`config.mk`:
```
export PLATFORM = sky130hd
export DESIGN_NAME = sensor_host
export DESIGN_NICKNAME = d
export VERILOG_FILES = /design/src/logic/sr_pkg.sv /design/src/logic/tick_divider.sv /design/src/logic/pin_sync.sv /design/src/logic/sensor_host.sv
export VERILOG_INCLUDE_DIRS = /design/src /design/src/logic
export SDC_FILE = /design/constraint.sdc
export NUM_CORES = 1
export LEC_CHECK = 0
export ABC_AREA = 1
export CAP_MARGIN = 0
export CORE_ASPECT_RATIO = 0.75
export CORE_MARGIN = 5
export CORE_UTILIZATION = 40
export DETAILED_ROUTE_END_ITERATION = 10
export DONT_BUFFER_PORTS = 1
export PLACE_DENSITY = 0.56
export SLEW_MARGIN = 40
export SYNTH_ARGS = -nofsm -noshare
export SYNTH_HDL_FRONTEND = slang
export SYNTH_HIERARCHICAL = 1
export SYNTH_SLANG_ARGS = --single-unit
```
`constraint.sdc`:
```
create_clock -name clk -period 4.8 [get_ports clk]
set_clock_uncertainty 0.2 [all_clocks]
set_input_delay 0.48 -clock clk [delete_from_list [all_inputs] [get_ports clk]]
set_output_delay 0.48 -clock clk [all_outputs]
set_load 0.02 [all_outputs]
```
`src/logic/sr_defines.svh`:
```
`ifndef SR_DEFINES_SVH
`define SR_DEFINES_SVH

// ****************************************************************
// clock rates
// ****************************************************************
`define SR_SYS_CLK_HZ   10000000
`define SR_MCLK_HZ      32768
`define SR_MCLK_HALF    (`SR_SYS_CLK_HZ / (2 * `SR_MCLK_HZ))

// ****************************************************************
// instruction framing
// ****************************************************************
`define SR_START_PAT    3'h7
`define SR_STOP_PAT     3'h0
`define SR_SETUP_W      4
`define SR_INST_LEN     10
`define SR_RST_LEN      21
`define SR_FRAME_LEN    31
`define SR_FRAME_MSB    30

// ****************************************************************
// readout counts
// ****************************************************************
`define SR_DATA_W       16
`define SR_READ_CLKS    5'h11
`define SR_EXTRA_CLKS   5'h02
`define SR_CNT_ONE      5'h01
`define SR_CNT_ZERO     5'h00

`endif

```
`src/logic/sr_pkg.sv`:
```
`default_nettype none

package sr_pkg;

  typedef enum logic [2:0] {
    cmd_pressure_conversion    = 3'h0,
    cmd_temperature_conversion = 3'h1,
    cmd_cal_slot_one           = 3'h2,
    cmd_cal_slot_two           = 3'h3,
    cmd_cal_slot_three         = 3'h4,
    cmd_cal_slot_four          = 3'h5,
    cmd_reset                  = 3'h6
  } cmd_e;

  typedef enum logic [2:0] {
    st_idle  = 3'h0,
    st_send  = 3'h1,
    st_ack   = 3'h2,
    st_extra = 3'h3,
    st_wait  = 3'h4,
    st_read  = 3'h5
  } state_e;

endpackage

`default_nettype wire

```
`src/logic/tick_divider.sv`:
```
`timescale 1ns/1ns
`default_nettype none

module tick_divider #(
  parameter int HALF = 4
) (
  // clock and reset
  input  wire logic clk,
  input  wire logic sys_rst,
  // control
  input  wire logic run,
  // tick
  output logic      tick
);

  localparam int CW = $clog2(HALF + 1);

  logic [CW-1:0] cnt_q;
  wire           at_end;

  if (HALF < 1) begin : g_chk
    $error("tick_divider: HALF must be at least one");
  end

  assign at_end = (cnt_q == CW'(HALF - 1));
  assign tick   = run & at_end;

  always_ff @(posedge clk or posedge sys_rst) begin
    if (sys_rst) begin
      cnt_q <= '0;
    end else if (!run || at_end) begin
      cnt_q <= '0;
    end else begin
      cnt_q <= cnt_q + CW'(1);
    end
  end

endmodule

`default_nettype wire

```
`src/logic/pin_sync.sv`:
```
`timescale 1ns/1ns
`default_nettype none

module pin_sync (
  // clock and reset
  input  wire logic clk,
  input  wire logic sys_rst,
  // pin and synchronised level
  input  wire logic pin,
  output logic      level
);

  logic meta_q;
  logic level_q;

  always_ff @(posedge clk or posedge sys_rst) begin
    if (sys_rst) begin
      meta_q  <= 1'b0;
      level_q <= 1'b0;
    end else begin
      meta_q  <= pin;
      level_q <= meta_q;
    end
  end

  assign level = level_q;

endmodule

`default_nettype wire

```
`src/logic/sensor_host.sv`:
```
`timescale 1ns/1ns
`default_nettype none
`include "sr_defines.svh"

// Notes on behaviour
// sensor samples and launches on rising edge
// host samples and changes data on fall
// host alone generates the shift clock
// last instruction selects result or calibration
// output line also shows conversion status
// pressure, temperature, four calibration, reset instructions
// every transaction opens with instruction, no select; code opens reset and reset-first transactions with the reset pattern
// three high start bits before setup
// three low stop bits after setup
// four bit setup field selects operation
// sensor raises output to acknowledge conversion
// two more clocks after acknowledge
// clock held low until output falls
// seventeen clocks shift out sixteen bits
// readout may pause by holding clock
// read result fully before next conversion
// reset pattern resynchronises from any state
// reset pattern is twenty one bits
// output ignored while reset shifts in
// reset may precede each conversion instruction
// sixty four bit factory calibration memory
// calibration memory is four sixteen bit words
// host drives converter clock at 32.768 kHz; code toggles every 152 cycles of the 10 MHz clock, about 32.9 kHz
// setup codes and reset pattern are parameters
// conversion duration configurable, host waits bounded
module sensor_host #(
  parameter int          SCLK_HALF      = 4,
  parameter int          MCLK_HALF      = `SR_MCLK_HALF,
  parameter int          ACK_MAX_CLKS   = 16,
  parameter int          CONV_TIMEOUT   = 1000000,
  parameter logic [3:0]  CODE_PRESSURE  = 4'hA,
  parameter logic [3:0]  CODE_TEMP      = 4'h9,
  parameter logic [3:0]  CODE_CAL_ONE   = 4'h5,
  parameter logic [3:0]  CODE_CAL_TWO   = 4'h6,
  parameter logic [3:0]  CODE_CAL_THREE = 4'h3,
  parameter logic [3:0]  CODE_CAL_FOUR  = 4'hC,
  parameter logic [20:0] RESET_PATTERN  = 21'h0AAAAA
) (
  // clock and reset
  input  wire logic         clk,
  input  wire logic         sys_rst,
  // command
  input  wire logic         cmd_valid,
  output logic              cmd_ready,
  input  wire sr_pkg::cmd_e cmd_code,
  input  wire logic         cmd_reset_first,
  // readout pause
  input  wire logic         read_hold,
  // result
  output logic              res_valid,
  output logic [15:0]       res_data,
  output sr_pkg::cmd_e      res_kind,
  output logic              res_error,
  // sensor pins
  output logic              sclk,
  output logic              din,
  output logic              mclk,
  input  wire logic         dout
);

  // ****************************************************************
  // elaboration checks
  // ****************************************************************
  localparam int WW = $clog2(CONV_TIMEOUT + 1);

  if (SCLK_HALF < 3) begin : g_chk_sclk
    $error("sensor_host: SCLK_HALF must cover the input synchroniser");
  end
  if (ACK_MAX_CLKS < 1 || ACK_MAX_CLKS > 31) begin : g_chk_ack
    $error("sensor_host: ACK_MAX_CLKS must be 1 to 31");
  end
  if (CONV_TIMEOUT < 1) begin : g_chk_tmo
    $error("sensor_host: CONV_TIMEOUT must be at least one");
  end

  // ****************************************************************
  // state
  // ****************************************************************
  sr_pkg::state_e            state_q;
  sr_pkg::state_e            state_d;
  sr_pkg::cmd_e              kind_q;
  sr_pkg::cmd_e              kind_d;
  logic [`SR_FRAME_MSB:0]    tx_q;
  logic [`SR_FRAME_MSB:0]    tx_d;
  logic [4:0]                cnt_q;
  logic [4:0]                cnt_d;
  logic [WW-1:0]             wait_q;
  logic [WW-1:0]             wait_d;
  logic [`SR_DATA_W-1:0]     rx_q;
  logic [`SR_DATA_W-1:0]     rx_d;
  logic                      din_q;
  logic                      din_d;
  logic                      sclk_q;
  logic                      mclk_q;
  logic                      res_valid_q;
  logic                      res_valid_d;
  logic [`SR_DATA_W-1:0]     res_data_q;
  logic [`SR_DATA_W-1:0]     res_data_d;
  logic                      res_error_q;
  logic                      res_error_d;
  sr_pkg::cmd_e              res_kind_q;
  sr_pkg::cmd_e              res_kind_d;

  // ****************************************************************
  // pin input synchroniser and dividers
  // ****************************************************************
  wire dout_s;
  wire sclk_tick;
  wire mclk_tick;
  wire clk_run;

  pin_sync u_dout_sync (
    .clk     (clk),
    .sys_rst (sys_rst),
    .pin     (dout),
    .level   (dout_s)
  );

  tick_divider #(
    .HALF (SCLK_HALF)
  ) u_sclk_div (
    .clk     (clk),
    .sys_rst (sys_rst),
    .run     (clk_run),
    .tick    (sclk_tick)
  );

  tick_divider #(
    .HALF (MCLK_HALF)
  ) u_mclk_div (
    .clk     (clk),
    .sys_rst (sys_rst),
    .run     (1'b1),
    .tick    (mclk_tick)
  );

  // ****************************************************************
  // decode
  // ****************************************************************
  wire                     in_send;
  wire                     in_ack;
  wire                     in_extra;
  wire                     in_read;
  wire                     read_pause;
  wire                     rise;
  wire                     fall;
  wire                     last_bit;
  wire                     is_reset_cmd;
  wire                     is_conv_cmd;
  wire                     kind_reset;
  wire                     kind_conv;
  wire                     ack_limit;
  wire                     wait_limit;
  wire [3:0]               setup_code;
  wire [`SR_INST_LEN-1:0]  inst_bits;
  wire [`SR_FRAME_MSB:0]   load_frame;
  wire [4:0]               load_cnt;

  assign in_send    = (state_q == sr_pkg::st_send);
  assign in_ack     = (state_q == sr_pkg::st_ack);
  assign in_extra   = (state_q == sr_pkg::st_extra);
  assign in_read    = (state_q == sr_pkg::st_read);
  assign read_pause = in_read & read_hold & ~sclk_q;
  // shift clock runs only while this end clocks a transfer
  assign clk_run    = in_send | in_ack | in_extra | (in_read & ~read_pause);
  assign rise       = sclk_tick & ~sclk_q;
  assign fall       = sclk_tick & sclk_q;
  assign last_bit   = (cnt_q == `SR_CNT_ONE);

  assign is_reset_cmd = (cmd_code == sr_pkg::cmd_reset);
  assign is_conv_cmd  = (cmd_code == sr_pkg::cmd_pressure_conversion) |
                        (cmd_code == sr_pkg::cmd_temperature_conversion);
  assign kind_reset   = (kind_q == sr_pkg::cmd_reset);
  assign kind_conv    = (kind_q == sr_pkg::cmd_pressure_conversion) |
                        (kind_q == sr_pkg::cmd_temperature_conversion);
  assign ack_limit    = (cnt_q == 5'(ACK_MAX_CLKS - 1));
  assign wait_limit   = (wait_q == WW'(CONV_TIMEOUT - 1));

  // setup field per instruction
  assign setup_code =
    (cmd_code == sr_pkg::cmd_pressure_conversion)    ? CODE_PRESSURE  :
    (cmd_code == sr_pkg::cmd_temperature_conversion) ? CODE_TEMP      :
    (cmd_code == sr_pkg::cmd_cal_slot_one)           ? CODE_CAL_ONE   :
    (cmd_code == sr_pkg::cmd_cal_slot_two)           ? CODE_CAL_TWO   :
    (cmd_code == sr_pkg::cmd_cal_slot_three)         ? CODE_CAL_THREE :
                                                       CODE_CAL_FOUR;

  // start, setup, stop framing
  assign inst_bits = {`SR_START_PAT, setup_code, `SR_STOP_PAT};

  // frame is left aligned, the reset pattern goes first when asked
  assign load_frame =
    is_reset_cmd    ? {RESET_PATTERN, {`SR_INST_LEN{1'b0}}} :
    cmd_reset_first ? {RESET_PATTERN, inst_bits}            :
                      {inst_bits, {`SR_RST_LEN{1'b0}}};

  assign load_cnt =
    is_reset_cmd    ? 5'(`SR_RST_LEN)   :
    cmd_reset_first ? 5'(`SR_FRAME_LEN) :
                      5'(`SR_INST_LEN);

  // ****************************************************************
  // sequencer
  // ****************************************************************
  always_comb begin
    state_d     = state_q;
    kind_d      = kind_q;
    tx_d        = tx_q;
    cnt_d       = cnt_q;
    wait_d      = wait_q;
    rx_d        = rx_q;
    din_d       = din_q;
    res_valid_d = 1'b0;
    res_data_d  = res_data_q;
    res_error_d = res_error_q;
    res_kind_d  = res_kind_q;
    unique case (state_q)
      sr_pkg::st_idle: begin
        // one transaction at a time, so no conversion starts early
        if (cmd_valid) begin
          state_d = sr_pkg::st_send;
          kind_d  = cmd_code;
          tx_d    = load_frame;
          cnt_d   = load_cnt;
          din_d   = load_frame[`SR_FRAME_MSB];
        end
      end
      sr_pkg::st_send: begin
        // output line is not looked at while bits go out
        if (fall) begin
          tx_d  = {tx_q[`SR_FRAME_MSB-1:0], 1'b0};
          din_d = tx_q[`SR_FRAME_MSB-1];
          cnt_d = cnt_q - `SR_CNT_ONE;
          if (last_bit) begin
            din_d = 1'b0;
            if (kind_reset) begin
              state_d     = sr_pkg::st_idle;
              res_valid_d = 1'b1;
              res_error_d = 1'b0;
              res_kind_d  = kind_q;
            end else if (kind_conv) begin
              state_d = sr_pkg::st_ack;
              cnt_d   = `SR_CNT_ZERO;
            end else begin
              state_d = sr_pkg::st_read;
              cnt_d   = `SR_READ_CLKS;
            end
          end
        end
      end
      sr_pkg::st_ack: begin
        // keep clocking until the output line goes high or ACK_MAX_CLKS clocks pass
        if (fall) begin
          if (dout_s) begin
            state_d = sr_pkg::st_extra;
            cnt_d   = `SR_EXTRA_CLKS;
          end else if (ack_limit) begin
            state_d     = sr_pkg::st_idle;
            res_valid_d = 1'b1;
            res_error_d = 1'b1;
            res_kind_d  = kind_q;
          end else begin
            cnt_d = cnt_q + `SR_CNT_ONE;
          end
        end
      end
      sr_pkg::st_extra: begin
        if (fall) begin
          cnt_d = cnt_q - `SR_CNT_ONE;
          if (last_bit) begin
            state_d = sr_pkg::st_wait;
            wait_d  = '0;
          end
        end
      end
      sr_pkg::st_wait: begin
        // clock stays low; the falling output ends the conversion
        if (!dout_s) begin
          state_d = sr_pkg::st_read;
          cnt_d   = `SR_READ_CLKS;
        end else if (wait_limit) begin
          state_d     = sr_pkg::st_idle;
          res_valid_d = 1'b1;
          res_error_d = 1'b1;
          res_kind_d  = kind_q;
        end else begin
          wait_d = wait_q + WW'(1);
        end
      end
      sr_pkg::st_read: begin
        // sixteen data bits msb first, then one trailing clock
        if (fall) begin
          cnt_d = cnt_q - `SR_CNT_ONE;
          if (!last_bit) begin
            rx_d = {rx_q[`SR_DATA_W-2:0], dout_s};
          end else begin
            state_d     = sr_pkg::st_idle;
            res_valid_d = 1'b1;
            res_data_d  = rx_q;
            res_error_d = 1'b0;
            res_kind_d  = kind_q;
          end
        end
      end
      default: begin
        state_d = sr_pkg::st_idle;
      end
    endcase
  end

  // ****************************************************************
  // registers
  // ****************************************************************
  always_ff @(posedge clk or posedge sys_rst) begin
    if (sys_rst) begin
      state_q <= sr_pkg::st_idle;
      kind_q  <= sr_pkg::cmd_reset;
      tx_q    <= '0;
      cnt_q   <= '0;
      wait_q  <= '0;
      rx_q    <= '0;
      din_q   <= 1'b0;
    end else begin
      state_q <= state_d;
      kind_q  <= kind_d;
      tx_q    <= tx_d;
      cnt_q   <= cnt_d;
      wait_q  <= wait_d;
      rx_q    <= rx_d;
      din_q   <= din_d;
    end
  end

  always_ff @(posedge clk or posedge sys_rst) begin
    if (sys_rst) begin
      res_valid_q <= 1'b0;
      res_data_q  <= '0;
      res_error_q <= 1'b0;
      res_kind_q  <= sr_pkg::cmd_reset;
    end else begin
      res_valid_q <= res_valid_d;
      res_data_q  <= res_data_d;
      res_error_q <= res_error_d;
      res_kind_q  <= res_kind_d;
    end
  end

  // shift clock: rise then fall on each half period tick
  always_ff @(posedge clk or posedge sys_rst) begin
    if (sys_rst) begin
      sclk_q <= 1'b0;
    end else if (rise) begin
      sclk_q <= 1'b1;
    end else if (fall) begin
      sclk_q <= 1'b0;
    end
  end

  // free running converter clock
  always_ff @(posedge clk or posedge sys_rst) begin
    if (sys_rst) begin
      mclk_q <= 1'b0;
    end else if (mclk_tick) begin
      mclk_q <= ~mclk_q;
    end
  end

  // ****************************************************************
  // outputs
  // ****************************************************************
  assign cmd_ready = (state_q == sr_pkg::st_idle);
  assign res_valid = res_valid_q;
  assign res_data  = res_data_q;
  assign res_kind  = res_kind_q;
  assign res_error = res_error_q;
  assign sclk      = sclk_q;
  assign din       = din_q;
  assign mclk      = mclk_q;

endmodule

`default_nettype wire

```
# After elaboration in Yosys (flattened, before gate mapping)

Index checks and enable logic that the tools add are counted.
W data, S select, Z words.

Flip-flop bits (word level): 114
Bits in latches: 0
Bits in writable memories: 0
ROM bits: 0
Output and inout bits: 25
Memories: 0

$add $sub $neg: 5
Multiply operators: 0
Div/mod/pow operators: 0
Magnitude comparators: 0
Eq/ne operators: 36
Shift-type cells: 0
Multiplexer cells: 84
Bitwise gates (word level): 14
Reduce and logical (&&, ||, !) cells: 19

Operator list:

| operator                | number |
|---|---|
| $mux W20                | 4 |
| $mux W3                 | 25 |
| $mux W31                | 2 |
| $mux W30                | 2 |
| $mux W5                 | 12 |
| $pmux W30 S2            | 1 |
| $pmux W20 S2            | 1 |
| $mux W1                 | 25 |
| $pmux W5 S5             | 1 |
| $ne A2 B1 Y1 const B    | 11 |
| $add A20 B1 Y20 const B | 1 |
| $eq A20 B20 Y1 const B  | 1 |
| $mux W4                 | 5 |
| $pmux W3 S6             | 1 |
| $eq A3 B2 Y1 const B    | 5 |
| $eq A3 B3 Y1 const B    | 5 |
| $pmux W3 S4             | 1 |
| $reduce_and A11 Y1      | 1 |
| $ne A2 B2 Y1 const B    | 5 |
| $reduce_and A10 Y1      | 1 |
| $eq A3 B1 Y1 const B    | 3 |
| $logic_not A3 Y1        | 3 |
| $reduce_and A3 Y1       | 3 |
| $add A8 B1 Y8 const B   | 1 |
| 24 further kinds        | 38 |

# Depth between registers and ports, before layout

Gate-level depths: netlist (run 1).

Depth after elaboration: 10
Gate-level depth with buffers: 15

# Hierarchy

The synthesis (run 1) kept the hierarchy.

Modules (own cells, without submodules):

| module                     | instances | cells each | area an instance (sq um) | seq. area each (sq um) |
|---|---|---|---|---|
| sensor_host                | 1         | 665        | 5152.4                   | 2457.4 |
| tick_divider at u_mclk_div | 1         | 54         | 429.2                    | 200.2 |
| tick_divider at u_sclk_div | 1         | 15         | 140.1                    | 75.1 |
| pin_sync                   | 1         | 3          | 53.8                     | 50.0 |

# Worst setup path after synthesis (run 1)

Ideal clock, no wire load.

Path kind: reg2reg
From: register state_q[2]
To: register wait_q[0]
Library setup time: 0.130 ns
Data arrival time: 2.063 ns
Path slack: 2.407 ns
Stages on the path, launching flop included: 16
Cells stage by stage: dfrtp_1 -> inv_2 -> nand2_2 -> nand2_1 -> a21boi_0 -> nand2_1 -> inv_1 -> nand2_1 -> inv_1 -> nand3_1 -> nand2_1 -> o21a_1 -> nand2_2 -> buf_6 -> nand2_1 -> o21ai_0

Longest elaborated chain between the ends: 10
Elaborated cells on any way between the ends: 21
Classes of those cells: 9 x eq/ne; 1 x mux; 9 x bitwise; 2 x reduce/logical

RTL lines:

| what                                 | RTL line           | text |
|---|---|---|
| start: declaration                   | sensor_host.sv:84  | `sr_pkg::state_e state_q;` |
| start signal: assignment             | sensor_host.sv:321 | `state_q <= sr_pkg::st_idle;` |
| start signal: assignment             | sensor_host.sv:329 | `state_q <= state_d;` |
| $eq A3 B3 Y1                         | sensor_host.sv:167 | `assign in_read = (state_q == sr_pkg::st_read);` |
| $and A1 B1 Y1 (2 in a row)           | sensor_host.sv:168 | `assign read_pause = in_read & read_hold & ~sclk_q;` |
| $not A1 Y1                           | sensor_host.sv:170 | `assign clk_run = in_send \| in_ack \| in_extra \| (in_read & ~read_pause);` |
| $and A1 B1 Y1                        | sensor_host.sv:170 |  |
| $or A1 B1 Y1 *                       | sensor_host.sv:170 |  |
| named net clk_run                    | sensor_host.sv:115 | `wire clk_run;` |
| $and A1 B1 Y1 *                      | tick_divider.sv:26 | `assign tick = run & at_end;` |
| named net sclk_tick                  | sensor_host.sv:113 | `wire sclk_tick;` |
| $and A1 B1 Y1 *                      | sensor_host.sv:172 | `assign fall = sclk_tick & sclk_q;` |
| $ne A2 B1 Y1 (no source line) *      | n/a                |  |
| $reduce_and A5 Y1 (no source line) * | n/a                |  |
| end signal: assignment               | sensor_host.sv:333 | `wait_q <= wait_d;` |
| end: declaration                     | sensor_host.sv:92  | `logic [WW-1:0] wait_q;` |

Mark *: on every way through the listed nets, which the timed path passes. The rest lies on a longest branch.
A chain may end at the register's enable or synchronous reset.

# Worst setup path in the final report (run 1)

From: register state_q[2]
To: register wait_q[7]

The elaborated chain is that of the path after synthesis.

==> flow_metrics.tcl, run 1 <==
set metrics [dict create \
    status "complete, no violations" \
    criticalPathCategory "flip-flop to flip-flop" \
    synthFlopType "dfrtp_1" \
    htree_levels 3 \
    r2r-start "state_q[2]$_DFFE_PP0P_" \
    min-delay-start "cmd_code[0]" \
    power_w 0.002904 \
    power_leakage_nw 2.906 \
    synth_compound_area_share_pct 11.03 \
    numCtsBuffers 9 \
    grt_first_pass_wirelength_mm 21.25 \
    grt-ovfl-total 0 \
    cts_sinks 111 \
    synth_top_family_by_area "simple AND/OR/NAND/NOR gates" \
    first_pass_iters 5 \
    io_buffer_count 0 \
    pre_cts_slack_ps 1693 \
    gp_congestion 0.9252 \
    hold_path_end "kind_q[0]$_DFFE_PP0P_" \
    syn_to_final_growth_pct 8.211 \
    vias 4569 \
    required_ps 4900 \
    crit_path_start "state_q[2]$_DFFE_PP0P_" \
    reg2reg_depth 15 \
    dpl.hpwl_mm 8.994 \
    relSlewSlack_pct 53.55 \
    grt_start_max_net_pins 54 \
    clk_latency_ps 360 \
    clockBufferDepth 2 \
    cp_slowest_cell "dfrtp_1" \
    drt_iter0_drc 370 \
    avgSynthCellArea_um2 7.837 \
    min_path_cells 2 \
    final_common_cell "nand2_1" \
    cts_setup_buffers 0 \
    rsz0062_at_grt "false" \
    synthCells 737 \
    yosysUniqueCellTypes 37 \
    synth-simple-area-share_pct 29.68 \
    synth_xor_xnor_area_share_pct 2.426 \
    synth_adder_area_share_pct 1.733 \
    final.setup.tns_ps 0 \
    max_stage_delay_ps 470 \
    cts-root-buf "clkbuf_16" \
    finalHoldViolCount 0 \
    synth-async-reset-ratio_pct 100.0 \
    design_area_mm2 0.006250 \
    yosysSeqAreaShare_pct 48.18 \
    yosys_warnings 6 \
    die_w_um 148.8 \
    grt_pass1_vias 4336 \
    die_h_um 114.1 \
    tightest_slew_ps 696.7 \
    fin_crit_sh_pct 65.48 \
    max-cap-violations 0 \
    synthMuxAreaShare_pct 0.1950 \
    n_fill_cell 1483 \
    coreArea_mm2 0.01431 \
    crit_fanout 32 \
    n_antenna_cell 0 \
    synth_edf_count 0 \
    ir_worst_vdd_v 0.0002761 \
    antenna_found_initial 0 \
    finalSetupViolCount 0 \
    place_area_mm2 0.005929 \
    clkTransAtPathRegs_ps 80 \
    drt-wirelength-per-cell_um 13.19 \
    ys_seq_elements 111 \
    cts_resized 0 \
    vias_per_cell 4.861 \
    rrSetupSlack_ps 1660 \
    wl_mm 12.40 \
    post_synth_instance_area_mm2 0.005776 \
    drtAntennaViolNets 0 \
    initial_core_util_pct 40.36 \
    critical_path_arrival_ps 3240 \
    hold_class "primary input to flip-flop" \
    drive_above_1_share_pct 10.00 \
    fmax_ghz 0.3182 \
    cts_tree "yes" \
    crit_path_cell_trace "inv_2, nand2_2, nand2_1, a21boi_0, nand2_1, inv_1, nand2_1, inv_1, nand3_1, nand2_1, o21a_1, nand2_2, inv_1, nand2_1, nand2_1" \
    endpoint_kind "flip-flop" \
    row_count 38 \
    slew_viol_final 0 \
    period_needed_ps 3143 \
    route.detailed.drc 0 \
    r2r_end "wait_q[7]$_DFFE_PP0P_" \
    setup_ws_ps 1657 \
    ios 34 \
    final_cell_mix "nand2_1 (230), dfrtp_1 (107), nor2_1 (82)" \
    worst_setup_path_start_kind "flip-flop" \
    powerDensity_mw_per_mm2 464.6 \
    final_nets 752 \
    cp_common_cell "nand2_1" \
    grt_usage_pct 15.42 \
    die_area_mm2 0.01697 \
    cts_hold_buf 2 \
]
-- state kept, by name (all words and copies together) (netlist names) --
signal	cells
u_mclk_div/cnt_q	8
u_dout_sync/level	1
res_valid	1
state_q	3
res_data	16
u_sclk_div/cnt_q	3
din	1
tx_q	27
mclk	1
wait_q	20
cnt_q	5
u_dout_sync/meta_q	1
sclk	1
rx_q	16
res_kind	3
kind_q	3
res_error	1
-- critical path: cells and delay by family (launching register included) --
| kind | cells | cell delay [ps] |
|---|---|---|
| buffers and inverters | 4 | 750 |
| AOI/OAI and AO/OA | 2 | 480 |
| DFF | 1 | 470 |
| and+or+nand+nor | 9 | 1180 |
-- layer usage --
metal  part of all wire, %  up-vias  GRT usage, %
met5                     0        -             0
met4                   1.3        0         4.512
met3                   5.7       15         3.997
met2                    41       94         21.82
met1                    51     2129         23.21
li1                      -     2331             -
-- power by group --
part / total (W) / switching, W / internal, W
Combinational: 0.000894 / 0.000606 / 0.000288
Sequential: 0.00126 / 0.000149 / 0.00111
Clock: 0.000748 / 0.000379 / 0.000369
-- synthesized netlist by cell type, types with 3 or more instances --
cell type	count	area, µm²
inv_1	68	255.2
o21ai_0	51	255.2
nand2_1	232	870.8
nand4_1	7	43.79
dfstp_2	4	105.1
buf_2	12	60.06
inv_2	3	11.26
nand2_4	3	33.78
nor2_4	3	33.78
nand3_1	49	245.2
xor2_1	15	131.4
o21a_1	4	30.03
o21bai_1	3	22.52
ha_1	8	100.1
nor2_2	11	68.82
buf_6	4	45.04
o21ai_1	13	65.06
nand3_2	3	30.03
or2_2	3	18.77
nand2_2	8	50.05
nor2_1	82	307.8
dfrtp_1	107	2678
a22oi_1	4	30.03
o21ai_2	12	105.1
a21oi_1	14	70.07
-- how the worst max path moves through the flow --
stage / end / slack (ps)
after global placement: wait_q[3]$_DFFE_PP0P_ / 1840
after detailed placement: wait_q[7]$_DFFE_PP0P_ / 1690
after floorplan: cnt_q[0]$_DFFE_PP0P_ / 1560
final: wait_q[7]$_DFFE_PP0P_ / 1660
after global routing: wait_q[7]$_DFFE_PP0P_ / 1350
after CTS: wait_q[7]$_DFFE_PP0P_ / 1680
-- layout make-up --
class	instances	area (µm²)	share of cell area [%]
inverters	71	269.0	4.304
clock inverters	7	72.57	1.161
well taps	200	250.2	4.004
flip-flops and latches	111	2783	44.52
repair buffers	4	35.03	0.5606
clock buffers	9	225.2	3.604
multi-input cells	538	2615	41.84
-- stage by stage --
| stage | util [%] | instances | hold WS, ps |
|---|---|---|---|
| after floorplan | - | 738 | 21.18 |
| after global placement | 41.41 | 922 | 27.50 |
| after detailed placement | 41.43 | 922 | 28.03 |
| after CTS | 43.65 | 940 | 32.88 |
| after global routing | 43.67 | 940 | 57.74 |
| final | 43.67 | 940 | 45.11 |
-- cells by family (layout without fill, tap and decap cells) --
| kind of cell | Yosys count | count (layout) |
|---|---|---|
| and+or+nand+nor | 403 | 403 |
| DFF | 111 | 111 |
| AOI/OAI and AO/OA | 108 | 108 |
| buffers and inverters | 89 | 91 |
| xor gates and xnor gates | 16 | 16 |
| adders and majority gates | 8 | 8 |
| other | 1 | 2 |
| muxes | 1 | 1 |
Power figures use the tool's default switching activity.
==> run 2, diff against run 1 <==
==> constraint.sdc (replaced) <==
create_clock -name clk -period 2.96 [get_ports clk]
set_clock_uncertainty 0.2 [all_clocks]
set_input_delay 0.296 -clock clk [delete_from_list [all_inputs] [get_ports clk]]
set_output_delay 0.296 -clock clk [all_outputs]
set_load 0.02 [all_outputs]
==> flow_metrics.tcl, run 2 (synthesized netlist as in run 1, its figures left out) <==
set metrics [dict create \
    final_nets 765 \
    final_cell_mix "nand2_1 (232), dfrtp_1 (107), nor2_1 (82)" \
    crit_path_cell_trace "inv_2, nand2_2, nand2_1, a21boi_0, nand2_1, inv_1, nand2_1, inv_1, nand3_1, nand2_1, o21a_1, nand2_4, buf_12, nand2_1, o21ai_0" \
    power_w 0.004823 \
    fin_hold_ws_ps 13.94 \
    fmax_ghz 0.3780 \
    stdcell_count 953 \
    gp_congestion 0.9552 \
    criticalPathCategory "flip-flop to flip-flop" \
    period_needed_ps 2645 \
    cp_slowest_cell "dfrtp_1" \
    powerDensity_mw_per_mm2 753.6 \
    cts_setup_buffers 0 \
    cp_common_cell "nand2_1" \
    required_ps 3000 \
    use_met2_pct 22.52 \
    cts_sinks 111 \
    dpl.hpwl_mm 9.168 \
    io_buffer_count 0 \
    regMostFlops "tx_q" \
    critical_path_arrival_ps 2680 \
    slew_viol_final 0 \
    die_h_um 114.1 \
    tightest_slew_ps 624.1 \
    drive_above_1_share_pct 10.89 \
    met1_usage_pct 22.95 \
    row_count 38 \
    clkTransAtPathRegs_ps 70 \
    drtAntennaViolNets 0 \
    vias 4562 \
    numCtsBuffers 9 \
    coreArea_mm2 0.01431 \
    n_antenna_cell 0 \
    route.detailed.drc 0 \
    grt_usage_pct 15.63 \
    finalHoldViolCount 0 \
    wl_mm 12.47 \
    die_area_mm2 0.01697 \
    syn_to_final_growth_pct 10.81 \
    cts_tree "yes" \
    finalSetupViolCount 0 \
    ir_worst_vdd_v 0.0003720 \
    use_met3_pct 4.234 \
    max_stage_delay_ps 400 \
    grt-ovfl-total 0 \
    n_fill_cell 1420 \
    largest_registers "tx_q (27), wait_q (20)" \
    crit_fanout 18 \
    worst_setup_path_start_kind "flip-flop" \
    final.setup.tns_ps 0 \
    clk_latency_ps 360 \
    endpoint_kind "flip-flop" \
    max-cap-violations 0 \
    final_common_cell "nand2_1" \
    vias_per_cell 4.787 \
    relSlewSlack_pct 58.30 \
    busiest_layer "met1" \
    die_w_um 148.8 \
    path_buf_inv 4 \
    pre_cts_slack_ps 273.6 \
    grt_first_pass_wirelength_mm 21.54 \
    drt_iter0_drc 308 \
    largest_reg_flops 27 \
    clockBufferDepth 2 \
    first_pass_iters 5 \
    grt_start_max_net_pins 40 \
    cpLargestDelayFamily "simple AND/OR/NAND/NOR gates" \
    antenna_found_initial 0 \
    initial_core_util_pct 40.36 \
    ios 34 \
    cts-root-buf "clkbuf_16" \
    rsz0062_at_grt "false" \
    hold_class "primary input to flip-flop" \
    drt-wirelength-per-cell_um 13.09 \
    place_inst 932 \
    power_leakage_nw 2.971 \
    setup_ws_ps 314.6 \
    fin_crit_sh_pct 89.37 \
    htree_levels 3 \
    status "complete, no violations" \
    grt_pass1_vias 4415 \
]
## run 2: changes by cell type in the layout (fill, tap and decap cells not counted), sizes merged
cell / before / now
dlygate4sd3: 2 / 5
buf: 2 / 12
clkinv: 2 / 1
clkbuf: 9 / 10
inv: 75 / 72
clkinvlp: 1 / 3
bufinv: 0 / 1
## run 2: area by class of cell
cell class	instances	area (µm²)	share of cell area [%]
sequential	111	2783	43.48
multi-input combinational	538	2623	40.98
inverter	71	270.3	4.223
tap	200	250.2	3.910
clock buffer	10	229.0	3.578
timing repair buffer	17	177.7	2.776
clock inverter	6	67.56	1.056
## run 2: report_power, final
group	internal, W	switching [W]	leakage (nW)	total (W)
Sequential	0.00180	0.000220	1.46	0.00202
Clock	0.000662	0.000574	0.139	0.00124
Combinational	0.000522	0.00104	1.37	0.00156
## run 2: layer usage
layer  part of all wire, %  wire [µm]
met1                    52       6535
met2                    40       5044
met3                   5.5        685
met4                   1.7        208
met5                     0          0
## run 2: path summary, 6_finish.rpt
path,start,slack [ps],cells past startpoint,end
worst max register to register,state_q[2]$_DFFE_PP0P_,310,15,wait_q[19]$_DFFE_PP0P_
worst max-delay path,state_q[2]$_DFFE_PP0P_,310,15,wait_q[19]$_DFFE_PP0P_
worst min-delay path,read_hold,10,3,u_sclk_div/cnt_q[1]$_DFF_PP0_
worst min register to register,u_dout_sync/meta_q$_DFF_PP0_,150,0,u_dout_sync/level$_DFF_PP0_
min in group asynchronous,sys_rst,130,2,u_dout_sync/meta_q$_DFF_PP0_
max in group asynchronous,sys_rst,1500,4,rx_q[9]$_DFFE_PP0P_
## run 2: metrics by stage
stage | utilization [%] | cell area (µm²)
after floorplan | - | 5783
after global placement | 42.07 | 6021
after detailed placement | 42.21 | 6041
after CTS | 44.63 | 6387
after global routing | 44.72 | 6400
final | 44.72 | 6400
## run 2: worst reg2reg max path, cell delays in order, from the launching register on
cell	delay [ps]
dfrtp_1	400
inv_2	150
nand2_2	100
nand2_1	90
a21boi_0	280
nand2_1	90
inv_1	80
nand2_1	60
inv_1	150
nand3_1	130
nand2_1	120
o21a_1	190
nand2_4	150
buf_12	200
nand2_1	60
o21ai_0	70
## run 2: repair_timing
item,in CTS,in global routing
endpoints found under the setup margin,0,8
gates resized for setup,0,2
hold buffers,5,0
endpoints found under the hold margin,87,0
